<file path="src/core/instr_decode_pkg.sv">
// Shared constants and types for the instruction format decoder
package instr_decode_pkg;
  localparam int INSTR_W       = 14;
  localparam int FILE_ADDR_W   = 7;
  localparam int BIT_SEL_W     = 3;
  localparam int LIT8_W        = 8;
  localparam int LIT11_W       = 11;
  localparam int PHASES        = 4;
  localparam logic [1:0] PHASE_LAST  = 2'h3;
  localparam logic [1:0] PHASE_RESET = 2'h0;
  // Field positions
  localparam int DEST_BIT      = 7;
  localparam int BSEL_LSB      = 7;
  localparam int CLASS_MSB     = 13;
  // Opcode groups in the top two bits
  localparam logic [1:0] GRP_BYTE = 2'h0;
  localparam logic [1:0] GRP_BIT  = 2'h1;
  localparam logic [1:0] GRP_CALL = 2'h2;
  localparam logic [1:0] GRP_LIT  = 2'h3;
  // Byte-group sub opcodes, bits 11:8
  localparam logic [3:0] OP_MISC  = 4'h0;
  localparam logic [3:0] OP_CLR   = 4'h1;
  localparam logic [3:0] OP_DECSZ = 4'hB;
  localparam logic [3:0] OP_INCSZ = 4'hF;
  // Bit-group sub opcodes, bits 11:10
  localparam logic [1:0] OP_BTFSC = 2'h2;
  localparam logic [1:0] OP_BTFSS = 2'h3;
  // Reset values and the file address mask
  localparam logic [13:0] INSTR_RESET = 14'h0000;
  localparam logic [6:0]  ADDR_RESET  = 7'h00;
  localparam logic [10:0] LIT_RESET   = 11'h000;
  localparam logic [6:0]  FILE_ADDR_MAX = 7'h7F;

  typedef enum logic [1:0] {
    CLS_BYTE    = 2'h0,
    CLS_BIT     = 2'h1,
    CLS_LITERAL = 2'h3
  } instr_class_t;

  typedef enum logic [1:0] {
    ST_EXEC  = 2'h0,
    ST_FLUSH = 2'h1
  } cycle_state_t;
endpackage

</file>
<file path="src/core/instruction_format_decode.sv">
`timescale 1ns/1ps
// Instruction format decoder with single/two-cycle execution control
// How it works
// - Sort instructions into byte, bit, literal classes
// - Split 14-bit word into opcode and operands
// - Destination bit zero writes accumulator, else file
// - File address spans 0x00 to 0x7F
// - Bit select picks one bit of register
// - Literal is 8 or 11 bits wide
// - Don't-care bits never change the decode
// - One instruction cycle is four clock periods
// - Most instructions finish in one cycle
// - Taken skip or branch adds NOP cycle
// - File instructions always read before writing
// - Clearing first port reads it first
module instruction_format_decode
  import instr_decode_pkg::*;
(
  input  wire logic                 clk,
  input  wire logic                 reset,
  input  wire logic [INSTR_W-1:0]   prog_word,
  input  wire logic                 skip_true,
  output logic [INSTR_W-1:0]        instr_q,
  output logic [1:0]                instr_class_q,
  output logic [FILE_ADDR_W-1:0]    file_addr_q,
  output logic                      dest_file_q,
  output logic                      dest_accum_q,
  output logic [7:0]                bit_mask_q,
  output logic [LIT11_W-1:0]        literal_q,
  output logic                      lit_wide_q,
  output logic                      file_read_q,
  output logic                      file_write_q,
  output logic                      nop_cycle_q,
  output logic                      fetch_q,
  output logic [1:0]                phase_q
);
  logic [1:0]   phase;
  logic         cycle_end;
  cycle_state_t state_q;
  logic         flow_change;
  logic         cond_skip;

  quarter_phase_gen u_phase (
    .clk       (clk),
    .reset     (reset),
    .phase     (phase),
    .cycle_end (cycle_end)
  );

  // Classify by the top two bits; calls and gotos fall into the literal class
  function automatic logic [1:0] classify(input logic [INSTR_W-1:0] w);
    unique case (w[CLASS_MSB -: 2])
      GRP_BYTE: classify = CLS_BYTE;
      GRP_BIT:  classify = CLS_BIT;
      default:  classify = CLS_LITERAL;
    endcase
  endfunction

  // True for instructions that touch a file register
  function automatic logic names_file(input logic [INSTR_W-1:0] w);
    logic byte_file;
    byte_file = (w[11:8] != OP_MISC) || w[DEST_BIT];
    names_file = (w[13:12] == GRP_BIT) || ((w[13:12] == GRP_BYTE) && byte_file);
  endfunction

  // Branch, call, return and pc-writing byte ops change the pc
  always_comb begin
    flow_change = (instr_q[13:12] == GRP_CALL)
               || (instr_q[13:7] == 7'h00 && instr_q[3:1] == 3'h4)      // return family
               || (instr_q[13:10] == 4'hD)                              // literal return
               || (instr_q[13:12] == GRP_BYTE && instr_q[DEST_BIT]
                   && instr_q[6:0] == 7'h02);
    cond_skip = ((instr_q[13:12] == GRP_BYTE)
                 && (instr_q[11:8] == OP_DECSZ || instr_q[11:8] == OP_INCSZ))
             || ((instr_q[13:12] == GRP_BIT)
                 && (instr_q[11:10] == OP_BTFSC || instr_q[11:10] == OP_BTFSS));
  end

  // Execution state: a taken test or pc change flushes one cycle
  always_ff @(posedge clk) begin
    if (reset) begin
      state_q <= ST_EXEC;
    end else if (cycle_end) begin
      if (state_q == ST_EXEC && (flow_change || (cond_skip && skip_true))) begin
        state_q <= ST_FLUSH;
      end else begin
        state_q <= ST_EXEC;
      end
    end
  end

  // Latch the fetched word at the instruction-cycle boundary
  always_ff @(posedge clk) begin
    if (reset) begin
      instr_q <= INSTR_RESET;
      fetch_q <= 1'b0;
    end else begin
      fetch_q <= cycle_end;
      if (cycle_end) begin
        instr_q <= prog_word;
      end
    end
  end

  // Operand field extraction; unused bits never reach a decision
  always_ff @(posedge clk) begin
    if (reset) begin
      instr_class_q <= CLS_BYTE;
      file_addr_q   <= ADDR_RESET;
      dest_file_q   <= 1'b0;
      dest_accum_q  <= 1'b0;
      bit_mask_q    <= 8'h00;
      literal_q     <= LIT_RESET;
      lit_wide_q    <= 1'b0;
    end else begin
      instr_class_q <= classify(instr_q);
      file_addr_q   <= instr_q[FILE_ADDR_W-1:0] & FILE_ADDR_MAX;
      dest_file_q   <= (instr_q[13:12] == GRP_BYTE) && instr_q[DEST_BIT];
      dest_accum_q  <= (instr_q[13:12] == GRP_BYTE) && !instr_q[DEST_BIT];
      bit_mask_q    <= (instr_q[13:12] == GRP_BIT)
                     ? (8'h01 << instr_q[BSEL_LSB +: BIT_SEL_W]) : 8'h00;
      lit_wide_q    <= (instr_q[13:12] == GRP_CALL);
      literal_q     <= (instr_q[13:12] == GRP_CALL) ? instr_q[LIT11_W-1:0]
                     : {3'h0, instr_q[LIT8_W-1:0]};
    end
  end

  // Read in Q2 for every file-register instruction outside a flushed cycle; write in Q4 only for bit ops and file-destination byte ops
  always_ff @(posedge clk) begin
    if (reset) begin
      file_read_q  <= 1'b0;
      file_write_q <= 1'b0;
    end else begin
      // Clear-file still reads, so first_io_port mismatch is cleared
      file_read_q  <= (state_q == ST_EXEC) && names_file(instr_q) && (phase == 2'h0);
      file_write_q <= (state_q == ST_EXEC) && names_file(instr_q)
                      && (instr_q[13:12] == GRP_BIT || instr_q[DEST_BIT])
                      && (phase == 2'h2);
    end
  end

  // Flag the no-operation cycle and publish the phase
  always_ff @(posedge clk) begin
    if (reset) begin
      nop_cycle_q <= 1'b0;
      phase_q     <= PHASE_RESET;
    end else begin
      nop_cycle_q <= (state_q == ST_FLUSH);
      phase_q     <= phase;
    end
  end

  // Read always precedes write by two clocks
  rmw_order_a: assert property (@(posedge clk) disable iff (reset)
    file_write_q |-> $past(file_read_q, 2))
    else $error("file write without prior read");

  // Cycle end pulses every four clocks
  cycle_period_a: assert property (@(posedge clk) disable iff (reset)
    cycle_end |=> !cycle_end [*3] ##1 cycle_end)
    else $error("instruction cycle not four clocks");

  // No file write during the flushed cycle
  nop_quiet_a: assert property (@(posedge clk) disable iff (reset)
    nop_cycle_q |-> !file_write_q)
    else $error("write during nop cycle");

  // Accumulator and file destination exclusive
  dest_excl_a: assert property (@(posedge clk) disable iff (reset)
    !(dest_file_q && dest_accum_q))
    else $error("two destinations selected");

  // Bit mask is one-hot or empty
  bit_onehot_a: assert property (@(posedge clk) disable iff (reset)
    $onehot0(bit_mask_q))
    else $error("bit mask not one-hot");

  // Flush lasts only one instruction cycle
  flush_once_a: assert property (@(posedge clk) disable iff (reset)
    (state_q == ST_FLUSH && cycle_end) |=> state_q == ST_EXEC)
    else $error("flush longer than one cycle");

  // Goto leads to a flushed cycle
  goto_flush_a: assert property (@(posedge clk) disable iff (reset)
    (cycle_end && state_q == ST_EXEC && instr_q[13:12] == GRP_CALL)
    |=> state_q == ST_FLUSH)
    else $error("branch not flushed");

  // Narrow literal has zero upper bits
  lit_width_a: assert property (@(posedge clk) disable iff (reset)
    !lit_wide_q |-> literal_q[10:8] == 3'h0)
    else $error("narrow literal too wide");

  // Every executed file instruction reads in its second clock
  file_read_a: assert property (@(posedge clk) disable iff (reset)
    (fetch_q && state_q == ST_EXEC && names_file(instr_q)) |=> file_read_q)
    else $error("file instruction without read");

  // Clearing a file register still reads it first
  clear_reads_a: assert property (@(posedge clk) disable iff (reset)
    (fetch_q && state_q == ST_EXEC && instr_q[13:8] == {GRP_BYTE, OP_CLR}
     && instr_q[DEST_BIT]) |=> file_read_q)
    else $error("clear without read");

  // Writes land only in the fourth clock after capture
  write_slot_a: assert property (@(posedge clk) disable iff (reset)
    file_write_q |-> $past(fetch_q, 3))
    else $error("file write off its slot");

  // Taken test flushes the following cycle
  skip_flush_a: assert property (@(posedge clk) disable iff (reset)
    (cycle_end && state_q == ST_EXEC && cond_skip && skip_true) |=> state_q == ST_FLUSH)
    else $error("taken skip not flushed");

  // Untaken test or plain operation stays single cycle
  single_cycle_a: assert property (@(posedge clk) disable iff (reset)
    (cycle_end && state_q == ST_EXEC && !flow_change && !(cond_skip && skip_true))
    |=> state_q == ST_EXEC)
    else $error("plain instruction flushed");

  // Writing the program counter register flushes
  pc_write_flush_a: assert property (@(posedge clk) disable iff (reset)
    (cycle_end && state_q == ST_EXEC && instr_q[13:12] == GRP_BYTE && instr_q[DEST_BIT]
     && instr_q[6:0] == 7'h02) |=> state_q == ST_FLUSH)
    else $error("pc write not flushed");

  // Flushed cycle never reads a file register
  nop_noread_a: assert property (@(posedge clk) disable iff (reset)
    nop_cycle_q |-> !file_read_q)
    else $error("read during nop cycle");
endmodule

</file>
<file path="src/core/quarter_phase_gen.sv">
`timescale 1ns/1ps
// Four-phase instruction-cycle generator
module quarter_phase_gen
  import instr_decode_pkg::*;
(
  input  wire logic       clk,
  input  wire logic       reset,
  output logic [1:0]      phase,
  output logic            cycle_end
);
  // Phase counter walks Q1..Q4 once per instruction cycle
  always_ff @(posedge clk) begin
    if (reset) begin
      phase <= PHASE_RESET;
    end else begin
      phase <= phase + 2'h1;
    end
  end

  // One-cycle pulse on the last of four periods
  always_ff @(posedge clk) begin
    if (reset) begin
      cycle_end <= 1'b0;
    end else begin
      cycle_end <= (phase == PHASE_LAST - 2'h1);
    end
  end
endmodule

</file>
<file path="config.mk">
export PLATFORM = sky130hd
export DESIGN_NAME = instruction_format_decode
export DESIGN_NICKNAME = d
export VERILOG_FILES = /design/src/core/instr_decode_pkg.sv /design/src/core/instruction_format_decode.sv /design/src/core/quarter_phase_gen.sv
export SDC_FILE = /design/constraint.sdc
export NUM_CORES = 1
export LEC_CHECK = 0
export BUFFER_PORTS_ARGS = -buffer_cell sky130_fd_sc_hd__buf_2
export CORE_MARGIN = 1.5
export CORE_UTILIZATION = 49
export DETAILED_ROUTE_END_ITERATION = 6
export PLACE_DENSITY = 0.82
export SETUP_SLACK_MARGIN = 0.05
export SYNTH_ARGS = -nofsm -noshare
export SYNTH_HDL_FRONTEND = slang
export SYNTH_HIERARCHICAL = 1
export SYNTH_SLANG_ARGS = --single-unit
</file>
<file path="constraint.sdc">
create_clock -name clk -period 3.9 [get_ports clk]
set_clock_uncertainty 0.2 [all_clocks]
set_input_delay 0.585 -clock clk [delete_from_list [all_inputs] [get_ports clk]]
set_output_delay 0.585 -clock clk [all_outputs]
set_load 0.01 [all_outputs]
</file>
==> results of run 1 <==
-- cell usage in the layout (no fill, tap or decap), types with 3 or more instances in the layout --
master / n
sky130_fd_sc_hd__buf_2: 67
sky130_fd_sc_hd__dfxtp_1: 48
sky130_fd_sc_hd__nor2_1: 27
sky130_fd_sc_hd__mux2i_1: 14
sky130_fd_sc_hd__nor2b_1: 13
sky130_fd_sc_hd__nor3_1: 6
sky130_fd_sc_hd__clkbuf_4: 5
sky130_fd_sc_hd__nand2b_1: 3
sky130_fd_sc_hd__nor4b_1: 3
sky130_fd_sc_hd__a21oi_1: 3
-- worst register-to-register path, stage by stage (launching register included) --
cell and delay, ns:
sky130_fd_sc_hd__dfxtp_1 0.57, sky130_fd_sc_hd__or4_1 0.19, sky130_fd_sc_hd__nor3_2 0.04, sky130_fd_sc_hd__or4_2 0.58, sky130_fd_sc_hd__nor3b_1 0.19
-- routing by layer --
metal / share of wire / vias to the layer above / global-route usage
met3: 0.059 / 4 / 0.04762
met4: 0.016 / 0 / 0.1048
li1: - / 612 / -
met1: 0.45 / 537 / 0.2222
met2: 0.48 / 46 / 0.2966
met5: 0 / - / 0
-- layout make-up --
cell class	instances	share of cell area
Multi-Input combinational cell	86	0.2737
Sequential cell	48	0.4923
Tap cell	44	0.02821
Clock buffer	8	0.03013
Inverter	2	0.003846
Timing Repair Buffer	67	0.1718
-- cell families (layout without fill, tap and decap cells) --
family / Yosys count / after routing / synth area share
muxes: 14 / 14 / 0.08743
and+or+nand+nor: 66 / 66 / 0.2178
DFF: 48 / 48 / 0.5995
adders and majority gates: 1 / 1 / 0.007805
buffers and inverters: 18 / 77 / 0.06714
AOI/OAI and AO/OA: 4 / 4 / 0.01483
xor gates and xnor gates: 1 / 1 / 0.005465
-- state kept, by name, summed over array words and instances, names as in the netlist, 2 cells and up --
signal         count
bit_mask_q         8
instr_q           14
file_addr_q        6
literal_q          5
phase_q            2
instr_class_q      2
u_phase/phase      2
-- power groups by stage --
stage	clock network, mW	registers (mW)	logic [mW]
detailed placement	0	0.529	0.0577
finish	0.228	0.518	0.0572
CTS	0.233	0.518	0.0579
global placement	0	0.529	0.0567
floorplan	0	0.527	0.0370
global route	0.258	0.521	0.0639
-- path summary, 6_finish.rpt --
| kind | endpoint | from | cells past startpoint |
|---|---|---|---|
| worst max-delay path | instr_q[7] | instr_q[7]$_SDFFE_PP0P_ | 1 |
| worst min-delay path | u_phase/phase[0]$_SDFF_PP0_ | u_phase/phase[0]$_SDFF_PP0_ | 1 |
| worst min register to register | u_phase/phase[0]$_SDFF_PP0_ | u_phase/phase[0]$_SDFF_PP0_ | 1 |
| worst max register to register | file_write_q$_SDFF_PP0_ | instr_q[12]$_SDFFE_PP0P_ | 4 |
==> impl_metrics.csv, run 1 <==
group,metric,value,unit
floorplan,rows,20,
sta,max_freq,0.5177,GHz
layout,final_util,0.6341,
placement,port_buffers,67,
global_routing,grt_start_max_net_pins,38,
worst_setup_path,timing.reg2reg.setup_slack,2.06,ns
synth,synth-warning-count,6,
worst_setup_path,critical_path.max_stage_delay,0.59,ns
synth,postSynth.topFlopCell,"sky130_fd_sc_hd__dfxtp_1",
clocking,cts_root_buf,"sky130_fd_sc_hd__clkbuf_4",
clocking,clock-sinks,48,
placement,finalWeightedCongestion,0.7034,
placement,dpl_worst_slack,2.096,ns
clocking,numCtsBuffers,5,
floorplan,initial_utilization,0.5207,
global_routing,grt_overflow_total,0,
layout,fraction_of_layout_instances_using_a_drive_strength_above_1,0.3602,
clocking,postCtsSetupBuffers,0,
power,vdd_drop_max,0.2407,mV
worst_setup_path,worstSetupStartpointType,"flip-flop",
worst_setup_path,cp_top_family,"flip-flops",
global_routing,gr-usage-all-layers,0.1845,
worst_setup_path,crit_type,"flip-flop to primary output",
floorplan,core_area,3078,um^2
clocking,clkTransAtPathRegs,0.12,ns
synth,syn_area_per_cell,10.54,um^2
worst_setup_path,slowest_stage,"sky130_fd_sc_hd__dfxtp_1",
placement,placement_cell_area,1893,um^2
detailed_routing,first_iter_violations,38,
sta,finalCritPeriodShare,0.4953,
sta,timing.final.ws_setup,1.968,ns
clocking,cts_max_level,2,
clocking,clk_path_buf_depth,2,
sta,timing.final.hold_violations,0,
power,power_frac_comb,0.071,
floorplan,die_width,60.19,um
clocking,clkLatencyLatePin,0.34,ns
sta,timing.hold.ws,0.2587,ns
global_routing,grt_antenna_before_repair,0,
placement,post-place-cells,247,
worst_setup_path,crit_path_cell_trace,"buf_2",
detailed_routing,wl_per_cell,11.69,um
worst_setup_path,worstPathMaxFanout,13,
global_routing,grt_pass1_vias,1062,
detailed_routing,totalWireLength,2982,um
layout,seq_area,960.9,um^2
synth,syn-cell-area,1603,um^2
sta,setup_total_negative_slack,0,ns
power,power.share.switching,0.2263,
detailed_routing,detail_route.first_pass.iterations,4,
sta,slew_violations,0,
floorplan,design.die.area,3623,um^2
sta,worst_slew_pin_slew,0.8979,ns
power,power.leakage,0.9141,nW
floorplan,die_height,60.19,um
floorplan,ports_placed_on_the_boundary,68,
power,share_seq_of_total_power,0.645,
layout,layout.cells.non_filler,255,
power,power.switching,0.1818,mW
detailed_routing,dr_total_vias,1199,
clocking,tritoncts,"done",
global_routing,grt_pass1_wl,4795,um
detailed_routing,drt_drc_violations_left,0,
sta,final.min_clock_period,1.932,ns
detailed_routing,drt.antenna.violating_nets,0,
synth,postSynthCellCount,152,
layout,layout.nets,228,
synth,ys_seq_area_frac,0.5995,
synth,synthDistinctLibCells,27,
synth,synth_edf_count,0,
worst_setup_path,critPathArrivalTime,1.15,ns
power,internal-power,0.6216,mW
detailed_routing,post_drt_via_cell_ratio,4.702,
layout,antenna_cells,0,
clocking,postCtsResizedCells,0,
layout,multiInputGateArea,534.3,um^2
layout,area_delta_synth_final,21.78,%
synth,async_flop_share,0,
placement,hpwl,2159,um
synth,post-synth-top-count-cell,"sky130_fd_sc_hd__dfxtp_1",
sta,timing.slew.headroom,0.4006,
sta,setup-violations-final,0,
clocking,cts_hold_buffers,0,
synth,yosysTopAreaCell,"sky130_fd_sc_hd__dfxtp_1",
synth,netlist_top_cells_area,"sky130_fd_sc_hd__dfxtp_1 (60%), sky130_fd_sc_hd__mux2i_1 (8.7%), sky130_fd_sc_hd__nor2_1 (6.3%), sky130_fd_sc_hd__nor2b_1 (5.1%), sky130_fd_sc_hd__buf_4 (3.7%)",
power,power_density,411.6,nW/um^2
synth,postSynthNetCount,170,
power,finalPower,0.8033,mW
synth,synth_top_cell_area_share,0.5995,
min_path,timing.hold.worst.class,"flip-flop to flip-flop",
worst_setup_path,critPathBufInv,1,
sta,grt_setup_unrepaired,"false",
synth,netlist_top_cells_count,"sky130_fd_sc_hd__dfxtp_1 (48), sky130_fd_sc_hd__nor2_1 (27), sky130_fd_sc_hd__mux2i_1 (14)",
run,max-cap-violations,0,
power,pwr-share-clk,0.284,
synth,ys_ff_latch,48,
layout,design_area_final,1952,um^2
worst_setup_path,end_kind,"primary output",
status,status,"finished, final reports clean",
worst_setup_path,required,3.12,ns
layout,num-fill-cells,263,
No activity file was read; power rests on OpenSTA's default activity.
==> run 2: changes to the inputs <==
- CORE_UTILIZATION: 49 -> 46
- PLACE_DENSITY: 0.82 -> 0.77
- clock period: 3.9 -> 1.8 ns (I/O delays scaled with it)
==> impl_metrics.csv, run 2 (same netlist as run 1, synthesis figures left out) <==
group,metric,value,unit
status,status,"finished, final reports clean",
floorplan,core_area,3337,um^2
layout,layout.nets,248,
layout,reg.largest.list,"instr_q x14, bit_mask_q x8, file_addr_q x6",
worst_setup_path,slowest_stage,"sky130_fd_sc_hd__or4_1",
worst_setup_path,worstPathMaxFanout,5,
detailed_routing,drt.antenna.violating_nets,0,
clocking,clkTransAtPathRegs,0.12,ns
global_routing,grt_start_max_net_pins,23,
global_routing,grt_antenna_before_repair,0,
run,max-cap-violations,0,
floorplan,rows,21,
layout,final_util,0.6419,
placement,placement_cell_area,1941,um^2
detailed_routing,wl_per_cell,11.44,um
sta,setup-violations-final,0,
clocking,clkLatencyLatePin,0.35,ns
placement,port_buffers,67,
floorplan,die_height,62.03,um
layout,layout_commonest_cell,"sky130_fd_sc_hd__buf_2",
layout,fraction_of_layout_instances_using_a_drive_strength_above_1,0.3636,
sta,setup_total_negative_slack,0,ns
sta,slew_violations,0,
placement,dpl_worst_slack,0.1578,ns
detailed_routing,first_iter_violations,35,
worst_setup_path,worstSetupStartpoint,"instr_q[10]$_SDFFE_PP0P_",
layout,layout.cells.non_filler,277,
sta,finalCritPeriodShare,0.9031,
clocking,numCtsBuffers,5,
sta,timing.final.hold_violations,0,
power,finalPower,1.768,mW
power,power.leakage,1.005,nW
clocking,cts_root_buf,"sky130_fd_sc_hd__clkbuf_4",
worst_setup_path,critical_path.max_stage_delay,0.52,ns
min_path,holdCritStartpoint,"reset",
layout,num-fill-cells,281,
power,power_density,825.5,nW/um^2
detailed_routing,dr_total_vias,1263,
worst_setup_path,critPathArrivalTime,1.69,ns
sta,max_freq,0.6152,GHz
floorplan,ports_placed_on_the_boundary,68,
sta,grt_setup_unrepaired,"false",
worst_setup_path,required,1.87,ns
power,vdd_drop_max,0.4129,mV
clocking,cts_max_level,2,
layout,layout.cells.most_common_list,"sky130_fd_sc_hd__buf_2 (67), sky130_fd_sc_hd__dfxtp_1 (46), sky130_fd_sc_hd__nor2_1 (27), sky130_fd_sc_hd__mux2i_1 (14), sky130_fd_sc_hd__dlygate4sd3_1 (14)",
worst_setup_path,crit_type,"flip-flop to flip-flop",
placement,hpwl,2276,um
detailed_routing,post_drt_via_cell_ratio,4.560,
floorplan,design.die.area,3848,um^2
global_routing,gr-usage-all-layers,0.1864,
detailed_routing,drt_drc_violations_left,0,
sta,timing.slew.headroom,0.7398,
layout,top_register,"instr_q",
floorplan,die_width,62.03,um
sta,final.min_clock_period,1.626,ns
detailed_routing,totalWireLength,3168,um
detailed_routing,detail_route.first_pass.iterations,4,
global_routing,grt_pass1_wl,5023,um
sta,timing.hold.ws,0.1118,ns
worst_setup_path,worstSetupStartpointType,"flip-flop",
min_path,timing.hold.worst.class,"input pin to flip-flop",
clocking,postCtsSetupBuffers,0,
worst_setup_path,crit_path_cell_trace,"or4_1 > nor3_2 > nand4_1 > a311oi_1",
placement,finalWeightedCongestion,0.7849,
clocking,clk_path_buf_depth,2,
floorplan,initial_utilization,0.4803,
layout,design_area_final,2142,um^2
worst_setup_path,critical_path.reg2reg.startpoint,"instr_q[10]$_SDFFE_PP0P_",
clocking,clock-sinks,48,
global_routing,grt_overflow_total,0,
clocking,tritoncts,"done",
worst_setup_path,end_kind,"flip-flop",
layout,antenna_cells,0,
sta,timing.final.ws_setup,0.1744,ns
global_routing,grt_pass1_vias,1093,
placement,post-place-cells,255,
layout,area_delta_synth_final,33.65,%
sta,worst_slew_pin_slew,0.3904,ns
layout,largest_register_ff_count,14,
==> run 2: final timing paths <==
check,to,cells past startpoint,slack (ns)
worst max register to register,state_q[0]$_SDFFE_PP0P_,4,0.17
worst max-delay path,state_q[0]$_SDFFE_PP0P_,4,0.17
worst min-delay path,instr_q[4]$_SDFFE_PP0P_,2,0.11
worst min register to register,u_phase/phase[0]$_SDFF_PP0_,1,0.24
==> run 2: what timing repair did <==
item / 4_1_cts / 5_1_grt
hold endpoints to repair: 14 / 0
hold buffers: 14 / 0
setup endpoints to repair: 0 / 2
gates resized for setup: 0 / 2
==> run 2: worst max-delay path, delay by kind of cell (launching register included) <==
family	cells	cell delay (ns)
flip-flops	1	0.36
AO/OA/AOI/OAI	1	0.22
AND/OR/NAND/NOR	3	0.78
==> run 2: layer usage <==
metal,vias up,wire length (um),GRT usage
li1,645,-,-
met2,39,1520,0.2798
met4,0,63,0.1094
met1,573,1448,0.2403
met3,6,135,0.04969
met5,-,0,0
==> run 2: power breakdown <==
part,internal [mW],leakage (nW),switching [mW]
Sequential,1.09,0.390,0.0171
Clock,0.193,0.0326,0.296
Combinational,0.0885,0.583,0.0825
Total,1.37,1.01,0.396
==> run 2: cell type report <==
type                       instances  area [um^2]  area share
clock buffer                       8        58.81     0.02745
sequential                        48        963.4      0.4498
multi-input combinational         86        534.3      0.2494
tap                               46        57.56     0.02687
timing repair buffer              87        520.5      0.2430
inverter                           2        7.507    0.003505
